[config.mk]
export PLATFORM = sky130hd
export DESIGN_NAME = hpfs_sequencer
export DESIGN_NICKNAME = d
export VERILOG_FILES = /design/src/hpfs_pkg.sv /design/src/hpfs_sequencer.sv
export SDC_FILE = /design/constraint.sdc
export NUM_CORES = 1
export LEC_CHECK = 0
export ABC_AREA = 1
export BUFFER_PORTS_ARGS = -buffer_cell sky130_fd_sc_hd__buf_4
export CAP_MARGIN = 20
export CORE_ASPECT_RATIO = 1.5
export CORE_UTILIZATION = 52
export DETAILED_ROUTE_END_ITERATION = 16
export GPL_ROUTABILITY_DRIVEN = 0
export PLACE_DENSITY = 0.79
export SLEW_MARGIN = 20
export SYNTH_ARGS = -nofsm -noshare
export SYNTH_HDL_FRONTEND = slang
export SYNTH_SLANG_ARGS = --single-unit
[constraint.sdc]
create_clock -name mclk -period 1.5 [get_ports mclk]
set_input_delay 0.15 -clock mclk [delete_from_list [all_inputs] [get_ports mclk]]
set_output_delay 0.15 -clock mclk [all_outputs]
set_load 0.03 [all_outputs]
[src/hpfs_pkg.sv]
// Package of constants and types for the plug-in board power fault sequencer.
package hpfs_pkg;
   // ****************************************************************
   // Clock and timing
   // ****************************************************************
   localparam int unsigned CLK_HZ          = 40_000_000;
   localparam int unsigned FILT_TIME_US    = 35;
   localparam int unsigned PG_DEGLITCH_US  = 10;
   localparam int unsigned BLANK_TIME_US   = 50_000;
   localparam int unsigned FILT_CYCLES     = (CLK_HZ / 1_000_000) * FILT_TIME_US;
   localparam int unsigned PG_CYCLES       = (CLK_HZ / 1_000_000) * PG_DEGLITCH_US;
   localparam int unsigned BLANK_CYCLES    = (CLK_HZ / 1_000_000) * BLANK_TIME_US;
   localparam int unsigned GATE_RAMP_STEPS = 255;

   // ****************************************************************
   // Register map (word byte addresses)
   // ****************************************************************
   localparam logic [7:0] ADDR_CMD    = 8'h00;
   localparam logic [7:0] ADDR_STATUS = 8'h04;
   localparam logic [7:0] ADDR_IRQ_ST = 8'h08;
   localparam logic [7:0] ADDR_IRQ_CL = 8'h0C;
   localparam logic [7:0] ADDR_IRQ_EN = 8'h10;

   // Command bit positions.
   localparam int unsigned CMD_FORCE_OFF = 2;
   localparam int unsigned CMD_RESET_ASSERT = 3;
   localparam int unsigned CMD_LED_ON    = 1;
   localparam logic [7:0]  CMD_RESET_VAL = 8'h00;

   // Interrupt event bits.
   localparam int unsigned EV_WIDTH   = 4;
   localparam int unsigned EV_FAULT   = 0;
   localparam int unsigned EV_PG_LOST = 1;
   localparam int unsigned EV_PG_OK   = 2;
   localparam int unsigned EV_OFF     = 3;

   typedef enum logic [1:0] {
      HPFS_FC_3V  = 2'h0,
      HPFS_FC_5V  = 2'h1,
      HPFS_FC_12V = 2'h2,
      HPFS_FC_VEE = 2'h3
   } hpfs_fault_code_t;

   // Analogue comparator inputs, one bit per supply where applicable.
   typedef struct packed {
      logic       timer_done;
      logic [3:0] in_limit;
      logic [3:0] below_good;
      logic       over_temp;
   } hpfs_comp_t;

   // Drive outputs toward the power stage.
   typedef struct packed {
      logic       timer_charge;
      logic       timer_discharge;
      logic [7:0] gate_level;
      logic [3:0] pass_on;
      logic [3:0] discharge_on;
   } hpfs_drive_t;
endpackage

[src/hpfs_sequencer.sv]
// Power sequencer with fault latch and classic Wishbone register slave.
//
// The implementer's own choices: the Wishbone register port and the address map.
`timescale 1ns/1ps
`default_nettype none
// ****************************************************************
// Summary of operation
// ****************************************************************
// Summary of operation
// Power down while board select is high or force-off command bit is set.
// Discharge the blanking timer immediately when power-down starts.
// Ramp gate drive down gradually during power-down, not abruptly.
// Enable output discharge switches on all four supplies during power-down.
// Supply below good: release supplies good, assert bus reset, light indicator.
// Start charging the blanking timer from zero at power-up.
// Ignore current limit while blanking timer has not reached its threshold.
// Current limit at blanking end turns all supplies off and asserts fault.
// After blanking, trip only on current limit lasting the full filter delay.
// Overcurrent on 5 V or 3.3 V starts delay, trips if still present.
// Overtemperature latches all four switches off and asserts fault.
// No automatic retry after thermal shutdown; cycle off request or command.
// Overcurrent latch-off holds until off request, command, or supply cycling.
// Force-off command overrides board select; it clears at power-up.
// Report supplies good loss only after deglitch; never a fault by itself. Code releases good on the first below-good sample.
// Bus reset out high only with reset in high, good low, command clear.
// Comparator outputs pass two flip-flops before the state machine reads them.
// Filter delay and blanking window are counters with derived cycle counts.
module hpfs_sequencer #(
   parameter int unsigned BLANK_CYC = hpfs_pkg::BLANK_CYCLES,
   parameter int unsigned FILT_CYC  = hpfs_pkg::FILT_CYCLES,
   parameter int unsigned PG_CYC    = hpfs_pkg::PG_CYCLES
) (
   input  wire logic               mclk,
   input  wire logic               reset_n,
   input  wire logic               wb_cyc_i,
   input  wire logic               wb_stb_i,
   input  wire logic               wb_we_i,
   input  wire logic [7:0]         wb_adr_i,
   input  wire logic [31:0]        wb_dat_i,
   input  wire logic [3:0]         wb_sel_i,
   output logic      [31:0]        wb_dat_o,
   output logic                    wb_ack_o,
   input  wire logic               board_select_n,
   input  wire logic               bus_reset_in,
   input  wire logic               supply_cycled,
   input  wire hpfs_pkg::hpfs_comp_t comp_in,
   output hpfs_pkg::hpfs_drive_t   drive_out,
   output logic                    fault_n,
   output logic                    supplies_good_n,
   output logic                    local_bus_reset_out,
   output logic                    led_on,
   output logic                    irq
);
   import hpfs_pkg::*;

   typedef enum logic [2:0] {
      HPFS_OFF, HPFS_BLANK, HPFS_RUN, HPFS_DOWN, HPFS_LATCHED
   } hpfs_state_t;

   // ****************************************************************
   // Input synchronisers
   // ****************************************************************
   localparam int unsigned SYN_W = 13;
   // The board select stage resets to its idle high level, so leaving reset never fakes a power-up.
   localparam logic [SYN_W-1:0] SYN_IDLE = 13'h1000;
   logic [SYN_W-1:0] syn1_reg;
   logic [SYN_W-1:0] syn2_reg;
   wire  [SYN_W-1:0] raw_in = {board_select_n, bus_reset_in, supply_cycled, comp_in};

   always_ff @(posedge mclk or negedge reset_n) begin
      if (!reset_n) begin
         syn1_reg <= SYN_IDLE;
         syn2_reg <= SYN_IDLE;
      end else begin
         syn1_reg <= raw_in;
         syn2_reg <= syn1_reg;
      end
   end

   hpfs_comp_t comp_s;
   wire        off_req_s   = syn2_reg[12];
   wire        rst_in_s    = syn2_reg[11];
   wire        cycled_s    = syn2_reg[10];
   assign comp_s = syn2_reg[9:0];

   // ****************************************************************
   // Registers and bus decode
   // ****************************************************************
   logic [7:0]          cmd_reg;
   logic [EV_WIDTH-1:0] ev_st_reg;
   logic [EV_WIDTH-1:0] ev_en_reg;
   logic [EV_WIDTH-1:0] ev_set;
   hpfs_state_t         state_reg;
   hpfs_state_t         state_next;
   hpfs_fault_code_t    fcode_reg;
   logic                fault_reg;
   logic                pg_good_reg;

   wire bus_req  = wb_cyc_i && wb_stb_i && !wb_ack_o;
   wire wr_lane0 = bus_req && wb_we_i && wb_sel_i[0];
   wire wr_cmd   = wr_lane0 && (wb_adr_i == ADDR_CMD);
   wire wr_clr   = wr_lane0 && (wb_adr_i == ADDR_IRQ_CL);
   wire wr_en    = wr_lane0 && (wb_adr_i == ADDR_IRQ_EN);
   wire force_off = cmd_reg[CMD_FORCE_OFF];
   wire off_cmd   = off_req_s || force_off;

   wire [31:0] status_word = {23'h000000, state_reg, fcode_reg, rst_in_s,
                              local_bus_reset_out, supplies_good_n, fault_n};
   wire [31:0] rd_mux =
      (wb_adr_i == ADDR_CMD)    ? {24'h000000, cmd_reg} :
      (wb_adr_i == ADDR_STATUS) ? status_word :
      (wb_adr_i == ADDR_IRQ_ST) ? {28'h0000000, ev_st_reg} :
      (wb_adr_i == ADDR_IRQ_EN) ? {28'h0000000, ev_en_reg} : 32'h00000000;

   // Write-only and unmapped addresses still ack so the master never hangs.
   always_ff @(posedge mclk or negedge reset_n) begin
      if (!reset_n) begin
         wb_ack_o <= 1'b0;
         wb_dat_o <= 32'h00000000;
         cmd_reg  <= CMD_RESET_VAL;
         ev_en_reg <= '0;
      end else begin
         wb_ack_o <= bus_req;
         if (bus_req && !wb_we_i) wb_dat_o <= rd_mux;
         if (wr_cmd) cmd_reg <= wb_dat_i[7:0];
         if (wr_en) ev_en_reg <= wb_dat_i[EV_WIDTH-1:0];
      end
   end

   // Set wins over clear so an event in the clearing cycle is kept.
   always_ff @(posedge mclk or negedge reset_n) begin
      if (!reset_n) begin
         ev_st_reg <= '0;
      end else begin
         ev_st_reg <= (ev_st_reg & ~(wr_clr ? wb_dat_i[EV_WIDTH-1:0] : '0)) | ev_set;
      end
   end
   assign irq = |(ev_st_reg & ev_en_reg);

   // ****************************************************************
   // Timers
   // ****************************************************************
   logic [31:0] blank_cnt_reg;
   logic [31:0] filt_cnt_reg;
   logic [31:0] pg_cnt_reg;
   logic [7:0]  gate_reg;
   logic        ramp_tick;
   logic [3:0]  ramp_div_reg;

   wire any_limit   = |comp_s.in_limit;
   wire any_below   = |comp_s.below_good;
   wire blank_done  = (blank_cnt_reg >= BLANK_CYC) || comp_s.timer_done;
   wire filt_done   = (filt_cnt_reg >= FILT_CYC);
   wire pg_lost     = (pg_cnt_reg >= PG_CYC);

   always_ff @(posedge mclk or negedge reset_n) begin
      if (!reset_n) begin
         blank_cnt_reg <= 32'h00000000;
      end else if (state_reg != HPFS_BLANK) begin
         blank_cnt_reg <= 32'h00000000;
      end else if (!blank_done) begin
         blank_cnt_reg <= blank_cnt_reg + 32'h00000001;
      end
   end

   // A single dropped sample restarts the filter, so short spikes never trip in the run state.
   always_ff @(posedge mclk or negedge reset_n) begin
      if (!reset_n) begin
         filt_cnt_reg <= 32'h00000000;
      end else if (state_reg != HPFS_RUN || !any_limit) begin
         filt_cnt_reg <= 32'h00000000;
      end else if (!filt_done) begin
         filt_cnt_reg <= filt_cnt_reg + 32'h00000001;
      end
   end

   always_ff @(posedge mclk or negedge reset_n) begin
      if (!reset_n) begin
         pg_cnt_reg <= 32'h00000000;
      end else if (!any_below) begin
         pg_cnt_reg <= 32'h00000000;
      end else if (!pg_lost) begin
         pg_cnt_reg <= pg_cnt_reg + 32'h00000001;
      end
   end

   // Gate ramps one step per divider tick, limiting the slew like a current sink.
   always_ff @(posedge mclk or negedge reset_n) begin
      if (!reset_n) begin
         ramp_div_reg <= 4'h0;
         ramp_tick    <= 1'b0;
         gate_reg     <= 8'h00;
      end else begin
         ramp_div_reg <= ramp_div_reg + 4'h1;
         ramp_tick    <= (ramp_div_reg == 4'hF);
         if (state_reg == HPFS_BLANK || state_reg == HPFS_RUN) begin
            if (ramp_tick && gate_reg != GATE_RAMP_STEPS[7:0]) gate_reg <= gate_reg + 8'h01;
         end else if (state_reg == HPFS_DOWN) begin
            if (ramp_tick && gate_reg != 8'h00) gate_reg <= gate_reg - 8'h01;
         end else begin
            gate_reg <= 8'h00;
         end
      end
   end

   // ****************************************************************
   // Sequencer
   // ****************************************************************
   wire trip_oc = (state_reg == HPFS_BLANK && blank_done && any_limit) ||
                  (state_reg == HPFS_RUN && filt_done);
   wire trip_ot = comp_s.over_temp && state_reg != HPFS_LATCHED;

   always_comb begin
      state_next = state_reg;
      unique case (state_reg)
         HPFS_OFF:     if (!off_cmd) state_next = HPFS_BLANK;
         HPFS_BLANK:   if (off_cmd) state_next = HPFS_DOWN;
                       else if (blank_done && !any_limit) state_next = HPFS_RUN;
         HPFS_RUN:     if (off_cmd) state_next = HPFS_DOWN;
         HPFS_DOWN:    if (gate_reg == 8'h00 && !any_below_raw()) state_next = HPFS_OFF;
                       else if (gate_reg == 8'h00) state_next = HPFS_OFF;
         HPFS_LATCHED: if (off_cmd || cycled_s) state_next = HPFS_OFF;
      endcase
      if (trip_oc || trip_ot) state_next = HPFS_LATCHED;
   end

   function automatic logic any_below_raw();
      return 1'b0;
   endfunction

   function automatic hpfs_fault_code_t code_of(input logic [3:0] v);
      if (v[0]) return HPFS_FC_3V;
      if (v[1]) return HPFS_FC_5V;
      if (v[2]) return HPFS_FC_12V;
      return HPFS_FC_VEE;
   endfunction

   always_ff @(posedge mclk or negedge reset_n) begin
      if (!reset_n) begin
         state_reg <= HPFS_OFF;
         fault_reg <= 1'b0;
         fcode_reg <= HPFS_FC_3V;
      end else begin
         state_reg <= state_next;
         if (trip_oc) begin
            fault_reg <= 1'b1;
            fcode_reg <= code_of(comp_s.in_limit);
         end else if (trip_ot) begin
            fault_reg <= 1'b1;
         end else if (state_reg == HPFS_LATCHED && state_next == HPFS_OFF) begin
            fault_reg <= 1'b0;
         end
      end
   end

   // ****************************************************************
   // Outputs
   // ****************************************************************
   wire running = (state_reg == HPFS_BLANK) || (state_reg == HPFS_RUN);
   wire pg_now  = running && !pg_lost && !any_below;

   always_ff @(posedge mclk or negedge reset_n) begin
      if (!reset_n) begin
         drive_out           <= '0;
         pg_good_reg         <= 1'b0;
         supplies_good_n     <= 1'b1;
         local_bus_reset_out <= 1'b0;
         led_on              <= 1'b1;
         fault_n             <= 1'b1;
      end else begin
         drive_out.timer_charge    <= (state_reg == HPFS_BLANK);
         drive_out.timer_discharge <= (state_reg != HPFS_BLANK);
         drive_out.gate_level      <= gate_reg;
         drive_out.pass_on         <= {4{running}};
         drive_out.discharge_on    <= {4{state_reg == HPFS_DOWN}};
         pg_good_reg               <= pg_now;
         supplies_good_n           <= !pg_now;
         local_bus_reset_out       <= rst_in_s && pg_now && !cmd_reg[CMD_RESET_ASSERT];
         led_on <= !(rst_in_s && pg_now && !cmd_reg[CMD_RESET_ASSERT])
                   || cmd_reg[CMD_LED_ON];
         fault_n                   <= !fault_reg;
      end
   end

   assign ev_set[EV_FAULT]   = (trip_oc || trip_ot);
   assign ev_set[EV_PG_LOST] = pg_good_reg && !pg_now;
   assign ev_set[EV_PG_OK]   = !pg_good_reg && pg_now;
   assign ev_set[EV_OFF]     = (state_reg == HPFS_DOWN) && (state_next == HPFS_OFF);
endmodule
`default_nettype wire

==> metrics.md, run 1 <==
| Metric | Value |
|---|---|
| Status | `finished with violations` |
| Failing checks | `negative setup slack` |
| Maximum vdd drop | `just under 900 uV` |
| Top FF cell, synth | `dfrtp_1` |
| CORE AREA | `roughly 0.015 mm2` |
| Largest net degree at the start of global routing | `52` |
| Multiplexer share of the synthesized area | `0.00644` |
| Global-route wire length before repair | `roughly 35 mm` |
| Syn Area/Cell | `roughly 9 um2` |
| Synth Cell Area | `a little over 0.008 mm2` |
| Initial Util | `0.536` |
| Clock slew at reported path FFs | `about 0.070 ns` |
| Vias | `7744` |
| Max Clock Freq | `496 MHz` |
| Root Driver | `clkbuf_16` |
| Multi-input combinational cell area | `0.00352 mm2` |
| Iter 0 DRT Violations | `between 400 and 500` |
| Clk sinks | `184` |
| DRT met1 WL | `roughly 8.6 mm` |
| ANT nets after route | `0` |
| Fillcell total | `about 800` |
| CP Class | `flop to flop` |
| XOR/XNOR Fraction of Synth Area | `0.00752` |
| DRC | `0` |
| Register area | `between 0.004 and 0.005 mm2` |
| Post-DP HPWL | `roughly 13 mm` |
| Initial antenna violation count | `0` |
| Die area | `around 0.016 mm2` |
| Final net count | `around 1200` |
| Synth warnings | `0` |
| Grt total ovfl | `0` |
| Seq/Total Area, Yosys | `0.565` |
| Cell variety after synth | `50` |
| Met3 routed WL | `between 1.5 and 2 mm` |
| Clock latency on the worst-skew pair | `0.45 ns` |
| Pre-Repair DR Iteration Count | `9` |
| Vias in the first global route | `about 7500` |
| Setup_tns | `-24.47 ns` |
| WL final | `~26 mm` |
| CTS tree | `built` |
| Area Growth Syn to Fin | `45.2%` |
| Area share of and/or/nand/nor cells after synthesis | `0.214` |
| Cells after Synth | `roughly 900` |
| Worst-Margin Slew | `around 0.60 ns` |
| H-Tree Depth | `4` |
| PortBufs | `67` |
| Vias per cell | `roughly 5.7` |
| Slew Limit Fails | `0` |
| Setup Skew | `approximately 0.018 ns` |
| Final Hold Viols | `0` |
| RSZ-0062 raised after global routing | `true` |
| Max cap viols | `0` |
| Worst-case clock buffer depth | `2` |
| Ant diodes | `0` |
| Setup violators final | `just under 90` |
| Synth top area cells | `dfrtp_1 (55%), inv_1 (6.7%), nor2_1 (6.0%)` |
| Top layer in use | `met4` |
| Yosys reg bits | `between 150 and 200` |
| Largest family of logic cells by synthesized area | `simple AND/OR/NAND/NOR gates` |
| Tmin final | `~2.0 ns` |
| Cell Rows | `55` |
| Setup WS post-layout | `-0.517 ns` |
| Metal2 WL | `13.7 mm` |
| I/O Pins | `118` |
| Compound-gate portion of the synthesized area | `0.0835` |
| Post-synth EDFFs | `0` |
| Final core utilization | `0.779` |
| Post-Synth Adder-Cell Area | `0.0153` |
| Static leakage | `~5.7 nW` |
| Critical path fanouts, max | `5` |
| Share of layout cells above drive strength 1 | `0.422` |
| Die Wd | `104 um` |
| PD cells | `approximately 1200 mW/mm2` |
| Avg WL per Cell | `around 19 um` |
| Synth async-reset ratio | `1.00` |
| Synth top area share | `0.549` |
| Slew headroom | `0.596` |
| Total power | `~15 mW` |
| Critical Path Start Type | `flop` |
| CP arrival | `roughly 2.4 ns` |
| HP Class | `primary input to flop` |
| Period utilization | `1.34` |
| TritonCTS Buffers | `17` |
| Critical path endpoint category | `flop` |
| Die Ht | `155 um` |
| GRT Overall Usage | `0.272` |
| Largest area contributor in the netlist | `dfrtp_1` |
| Data required time of the worst path | `~1.8 ns` |
through the flow:
step	area [um2]	instances	hold slack [ns]	setup slack [ns]
after floorplan	8280	906	-0.146	-0.138
after global placement	9940	1282	0.0252	-0.283
after detailed placement	9940	1282	0.0258	-0.326
after CTS	11100	1345	0.0303	-0.324
after global routing	11800	1367	0.0438	-0.600
final	11800	1367	0.0198	-0.517
placed cells by master, fill, tap and decap left out, types with 12 or more instances in the layout:
cell type        n
buf_6           30
nor2_4          15
nor3_1          12
nand3_1         29
o21ai_0         28
inv_1          126
nand2_1         76
dlygate4sd3_1   18
nand4_1         18
nand2_2         21
conb_1          23
clkbuf_16       18
nor3_2          12
nor2_1          94
nor2_2          28
nand2_4         13
buf_4          216
a21oi_1         25
dfrtp_1        176
o21ai_2         15
inv_2           19
Yosys cell counts (3+ instances only):
library cell	count
inv_2	9
o221ai_1	4
nand3_1	38
clkbuf_1	5
nor3_2	5
nor2_2	5
o21ai_0	46
o21ai_1	9
nand3_2	4
buf_6	3
nand2_1	101
inv_1	145
a221oi_1	3
xor2_1	5
nand4_1	18
a21oi_1	35
o31ai_1	6
nor2_1	130
o22ai_1	4
ha_1	10
dfstp_2	5
nor3_1	27
nand2_2	8
nor4_1	8
and3_1	3
a31oi_1	3
buf_4	30
a211oi_1	5
dfrtp_1	179
final timing paths:
path / cells past startpoint / slack (ns) / endpoint / start
worst max-delay path: 13 / -0.52 / fault_reg / blank_cnt_reg[18]
worst min-delay path: 3 / 0.02 / ev_en_reg[3] / wb_dat_i[3]
worst max register to register: 13 / -0.52 / fault_reg / blank_cnt_reg[18]
worst min register to register: 0 / 0.34 / syn2_reg[4] / syn1_reg[4]
max in group asynchronous: 3 / 0.72 / wb_ack_o / reset_n
min in group asynchronous: 2 / 0.14 / blank_cnt_reg[7] / reset_n
per-layer routing:
metal,track usage,up-vias
met2,0.510,457
met3,0.0465,189
met1,0.284,3765
met5,0,-
met4,0.156,0
li1,-,3333
what timing repair did:
action / in CTS / in global routing
gates cloned: 0 / 1
setup endpoints to repair: 88 / 94
setup buffers: 14 / 25
gates resized for setup: 109 / 142
pin swaps: 29 / 44
hold endpoints to repair: 196 / 0
hold buffers: 18 / 0
logic make-up after synthesis:
logic type | count (synthesis)
DFF | 184
and+or+nand+nor | 362
other | 1
buffers and inverters | 196
xor gates and xnor gates | 7
muxes | 4
adders and majority gates | 10
AOI/OAI and AO/OA | 120
layout make-up:
cell class	count	area share
Clock buffer	19	0.0374
Clock inverter	13	0.0100
Inverter	155	0.0523
Multi-Input combinational cell	526	0.297
Sequential cell	184	0.390
Tap cell	199	0.0210
Timing Repair Buffer	271	0.192
power by group:
part           total, mW  internal (mW)  switching, mW
logic               4.59           1.81           2.79
registers           5.61           5.34          0.270
clock network       4.40           2.36           2.04
worst max-delay path, cell delays in order, from the launching register on:
cell	delay, ns
dfrtp_1	0.39
nand2_1	0.12
nor2_1	0.08
nand3_1	0.08
nand3_1	0.13
nor2_2	0.20
nand3_4	0.14
buf_8	0.16
nand3_4	0.10
nand4_4	0.10
nor2_2	0.17
nand3_1	0.11
nand2_1	0.08
nand2_1	0.05
Power figures use the tool's default switching activity.
==> run 2: changes to the inputs <==
--- a/config.mk
+++ b/config.mk
@@ -9,10 +9,11 @@
 export BUFFER_PORTS_ARGS = -buffer_cell sky130_fd_sc_hd__buf_4
 export CAP_MARGIN = 20
 export CORE_ASPECT_RATIO = 1.5
-export CORE_UTILIZATION = 52
+export CORE_UTILIZATION = 60
 export DETAILED_ROUTE_END_ITERATION = 16
 export GPL_ROUTABILITY_DRIVEN = 0
-export PLACE_DENSITY = 0.79
+export PLACE_DENSITY = 0.86
+export SKIP_LAST_GASP = 1
 export SLEW_MARGIN = 20
 export SYNTH_ARGS = -nofsm -noshare
 export SYNTH_HDL_FRONTEND = slang
==> constraint.sdc (replaced) <==
create_clock -name mclk -period 2.6 [get_ports mclk]
set_input_delay 0.26 -clock mclk [delete_from_list [all_inputs] [get_ports mclk]]
set_output_delay 0.26 -clock mclk [all_outputs]
set_load 0.03 [all_outputs]
==> run 2 against run 1 <==
  * The run now ends clean
  * Hold slack better by 0.054 ns
  * Design area is 20% lower
  * First-iteration DRC count is 41% lower
  * Non-clock buffer count is 182 lower
  * Register-to-register slack better by 0.96 ns
  * Critical endpoint is now blank_cnt_reg[11]
  * Clock power is 43% lower
  * Sequential cell count stayed put
  * Largest power group unchanged
  * Power is 50% lower
==> metrics.md, run 2 (same netlist as run 1, synthesis figures left out) <==
| Metric | Value |
|---|---|
| Status | `finished, final reports clean` |
| Register area | `0.00461 mm2 (about the same)` |
| WL final | `16.2 mm (-37%)` |
| Final net count | `1045 (-15%)` |
| Worst stage delay on the critical path | `0.45 ns (+0.06 ns)` |
| Most common cell after layout, fill and taps aside | `dfrtp_1` |
| PD cells | `765 mW/mm2 (-38%)` |
| Clk sinks | `184 (unchanged)` |
| Die area | `0.0141 mm2 (-13%)` |
| Vias in the first global route | `6212 (-17%)` |
| Post-CTS Resized | `0 (-100%)` |
| Fillcell total | `932 (+14%)` |
| Period utilization | `0.828 (-0.516)` |
| Setup_tns | `0 ns (+24.47 ns)` |
| Setup Skew | `0.00767 ns (-0.0104 ns)` |
| CP Class | `flop to flop` |
| Post-DP HPWL | `11.2 mm (-14%)` |
| Grt total ovfl | `0 (unchanged)` |
| Avg WL per Cell | `14.2 um (-25%)` |
| RSZ-0062 raised after global routing | `false` |
| Worst-case clock buffer depth | `2 (unchanged)` |
| Placed cell count | `1099 (-14%)` |
| H-Tree Depth | `4 (unchanged)` |
| Slew Limit Fails | `0 (unchanged)` |
| I/O Pins | `118 (unchanged)` |
| GRT Overall Usage | `0.249 (-0.0224)` |
| Initial antenna violation count | `0 (unchanged)` |
| Root Driver | `clkbuf_16` |
| Die Ht | `145 um (-6.8%)` |
| Data required time of the worst path | `2.92 ns (+1.08 ns)` |
| CP arrival | `2.47 ns (+0.12 ns)` |
| Max cap viols | `0 (unchanged)` |
| Die Wd | `97.2 um (-6.8%)` |
| Slew headroom | `0.594 (-0.00177)` |
| PortBufs | `67 (unchanged)` |
| Global-route wire length before repair | `28.0 mm (-19%)` |
| Multi-input combinational cell area | `0.00275 mm2 (-22%)` |
| Worst-path cell chain | `nor2_1 -> nand3_1 -> o21ai_1 -> nand2_1 -> nand2_1 -> nand3_2 -> nor2_2 -> nand3_1 -> nor3_2 -> nand3_1 -> nand2_1 -> nor2_1` |
| Critical path endpoint category | `flop` |
| Share of layout cells above drive strength 1 | `0.165 (-0.257)` |
| Max Clock Freq | `464 MHz (-6.3%)` |
| Final instance area | `0.00946 mm2 (-20%)` |
| Vias per cell | `5.38 (-5.0%)` |
| Hold Slack | `0.0737 ns (+0.0539 ns)` |
| Initial Util | `0.620 (+0.0842)` |
| Maximum vdd drop | `434 uV (-51%)` |
| Worst-Margin Slew | `0.608 ns (+0.00727 ns)` |
| Setup violators final | `0 (-100%)` |
| Critical Path Start Type | `flop` |
| Critical path fanouts, max | `7 (+2)` |
| Clock latency on the worst-skew pair | `0.43 ns (-0.02 ns)` |
| TritonCTS Buffers | `17 (unchanged)` |
| Iter 0 DRT Violations | `292 (-41%)` |
| Commonest non-fill, non-tap cells in the layout | `dfrtp_1 (179), inv_1 (145), nor2_1 (130), nand2_1 (101), buf_4 (72)` |
| Static leakage | `4.50 nW (-21%)` |
| Tmin final | `2.15 ns (+0.137 ns)` |
| Pre-Repair DR Iteration Count | `5 (-4)` |
| Area Growth Syn to Fin | `16.0%` |
| Vias | `6164 (-20%)` |
| Dpl cell area | `0.00874 mm2 (-12%)` |
| CORE AREA | `0.0131 mm2 (-14%)` |
| Clock slew at reported path FFs | `0.07 ns (about the same)` |
| CTS tree | `built` |
| ANT nets after route | `0 (unchanged)` |
| Final core utilization | `0.720 (-0.0588)` |
| Final Hold Viols | `0 (unchanged)` |
| DRC | `0 (unchanged)` |
| Cell Rows | `51 (-7.3%)` |
| HP Class | `primary input to flop` |
| CP max stage cell | `dfrtp_1` |
| Post-route non-filler standard cell count | `1145 (-16%)` |
| Largest net degree at the start of global routing | `68 (+31%)` |
| Ant diodes | `0 (unchanged)` |
==> run 2: changes by cell type in the layout (fill, tap and decap cells not counted), moves of 18 or more <==
| cell | delta |
|---|---|
| nor2_2 | -23 |
| nor2_1 | +36 |
| nand2_1 | +25 |
| buf_4 | -144 |
| buf_6 | -29 |
| o21ai_0 | +18 |
| inv_1 | +19 |
==> run 2: final cells by class <==
cell class,instances,share of cell area
tap,159,0.0210
clock inverter,13,0.0140
sequential,184,0.487
timing repair buffer,89,0.0774
multi-input combinational,526,0.291
inverter,155,0.0615
clock buffer,19,0.0479
==> run 2: power breakdown <==
part	internal (mW)	switching [mW]
Combinational	0.478	1.05
Sequential	3.08	0.144
Clock	1.32	1.17
==> run 2: per-stage QoR <==
stage / worst slack [ns] / total power [mW]
floorplan: 0.941 / 4.34
finish: 0.446 / 7.24
detailed placement: 0.510 / 4.76
global route: 0.289 / 7.59
global placement: 0.544 / 4.71
CTS: 0.479 / 7.27
==> run 2: critical path: cells and delay by family, from the launching register on <==
family / cells / cell delay, ns
AOI/OAI and AO/OA: 1 / 0.12
DFF: 1 / 0.45
and+or+nand+nor: 11 / 1.46
==> run 2: path summary, 6_finish.rpt <==
kind / startpoint / end / slack, ns / depth (start not counted)
min in group asynchronous: reset_n / blank_cnt_reg[9] / 0.40 / 2
hold reg to reg: syn1_reg[5] / syn2_reg[5] / 0.35 / 0
setup / recovery: blank_cnt_reg[14] / blank_cnt_reg[11] / 0.45 / 12
setup reg to reg: blank_cnt_reg[14] / blank_cnt_reg[11] / 0.45 / 12
hold / removal: wb_dat_i[4] / cmd_reg[4] / 0.07 / 2
max in group asynchronous: reset_n / filt_cnt_reg[13] / 1.37 / 3
==> run 2: what timing repair did <==
item	4_1_cts	5_1_grt
setup endpoints to repair	0	0
hold buffers	14	0
buffers inserted	0	0
hold endpoints to repair	76	0
==> run 2: routing by layer <==
metal  up-vias  track usage  share of wire
met5         -            0              0
met4         0        0.133          0.035
met3        50       0.0418          0.034
met2       148        0.459           0.54
met1      3015        0.276           0.39
li1       2951            -              -
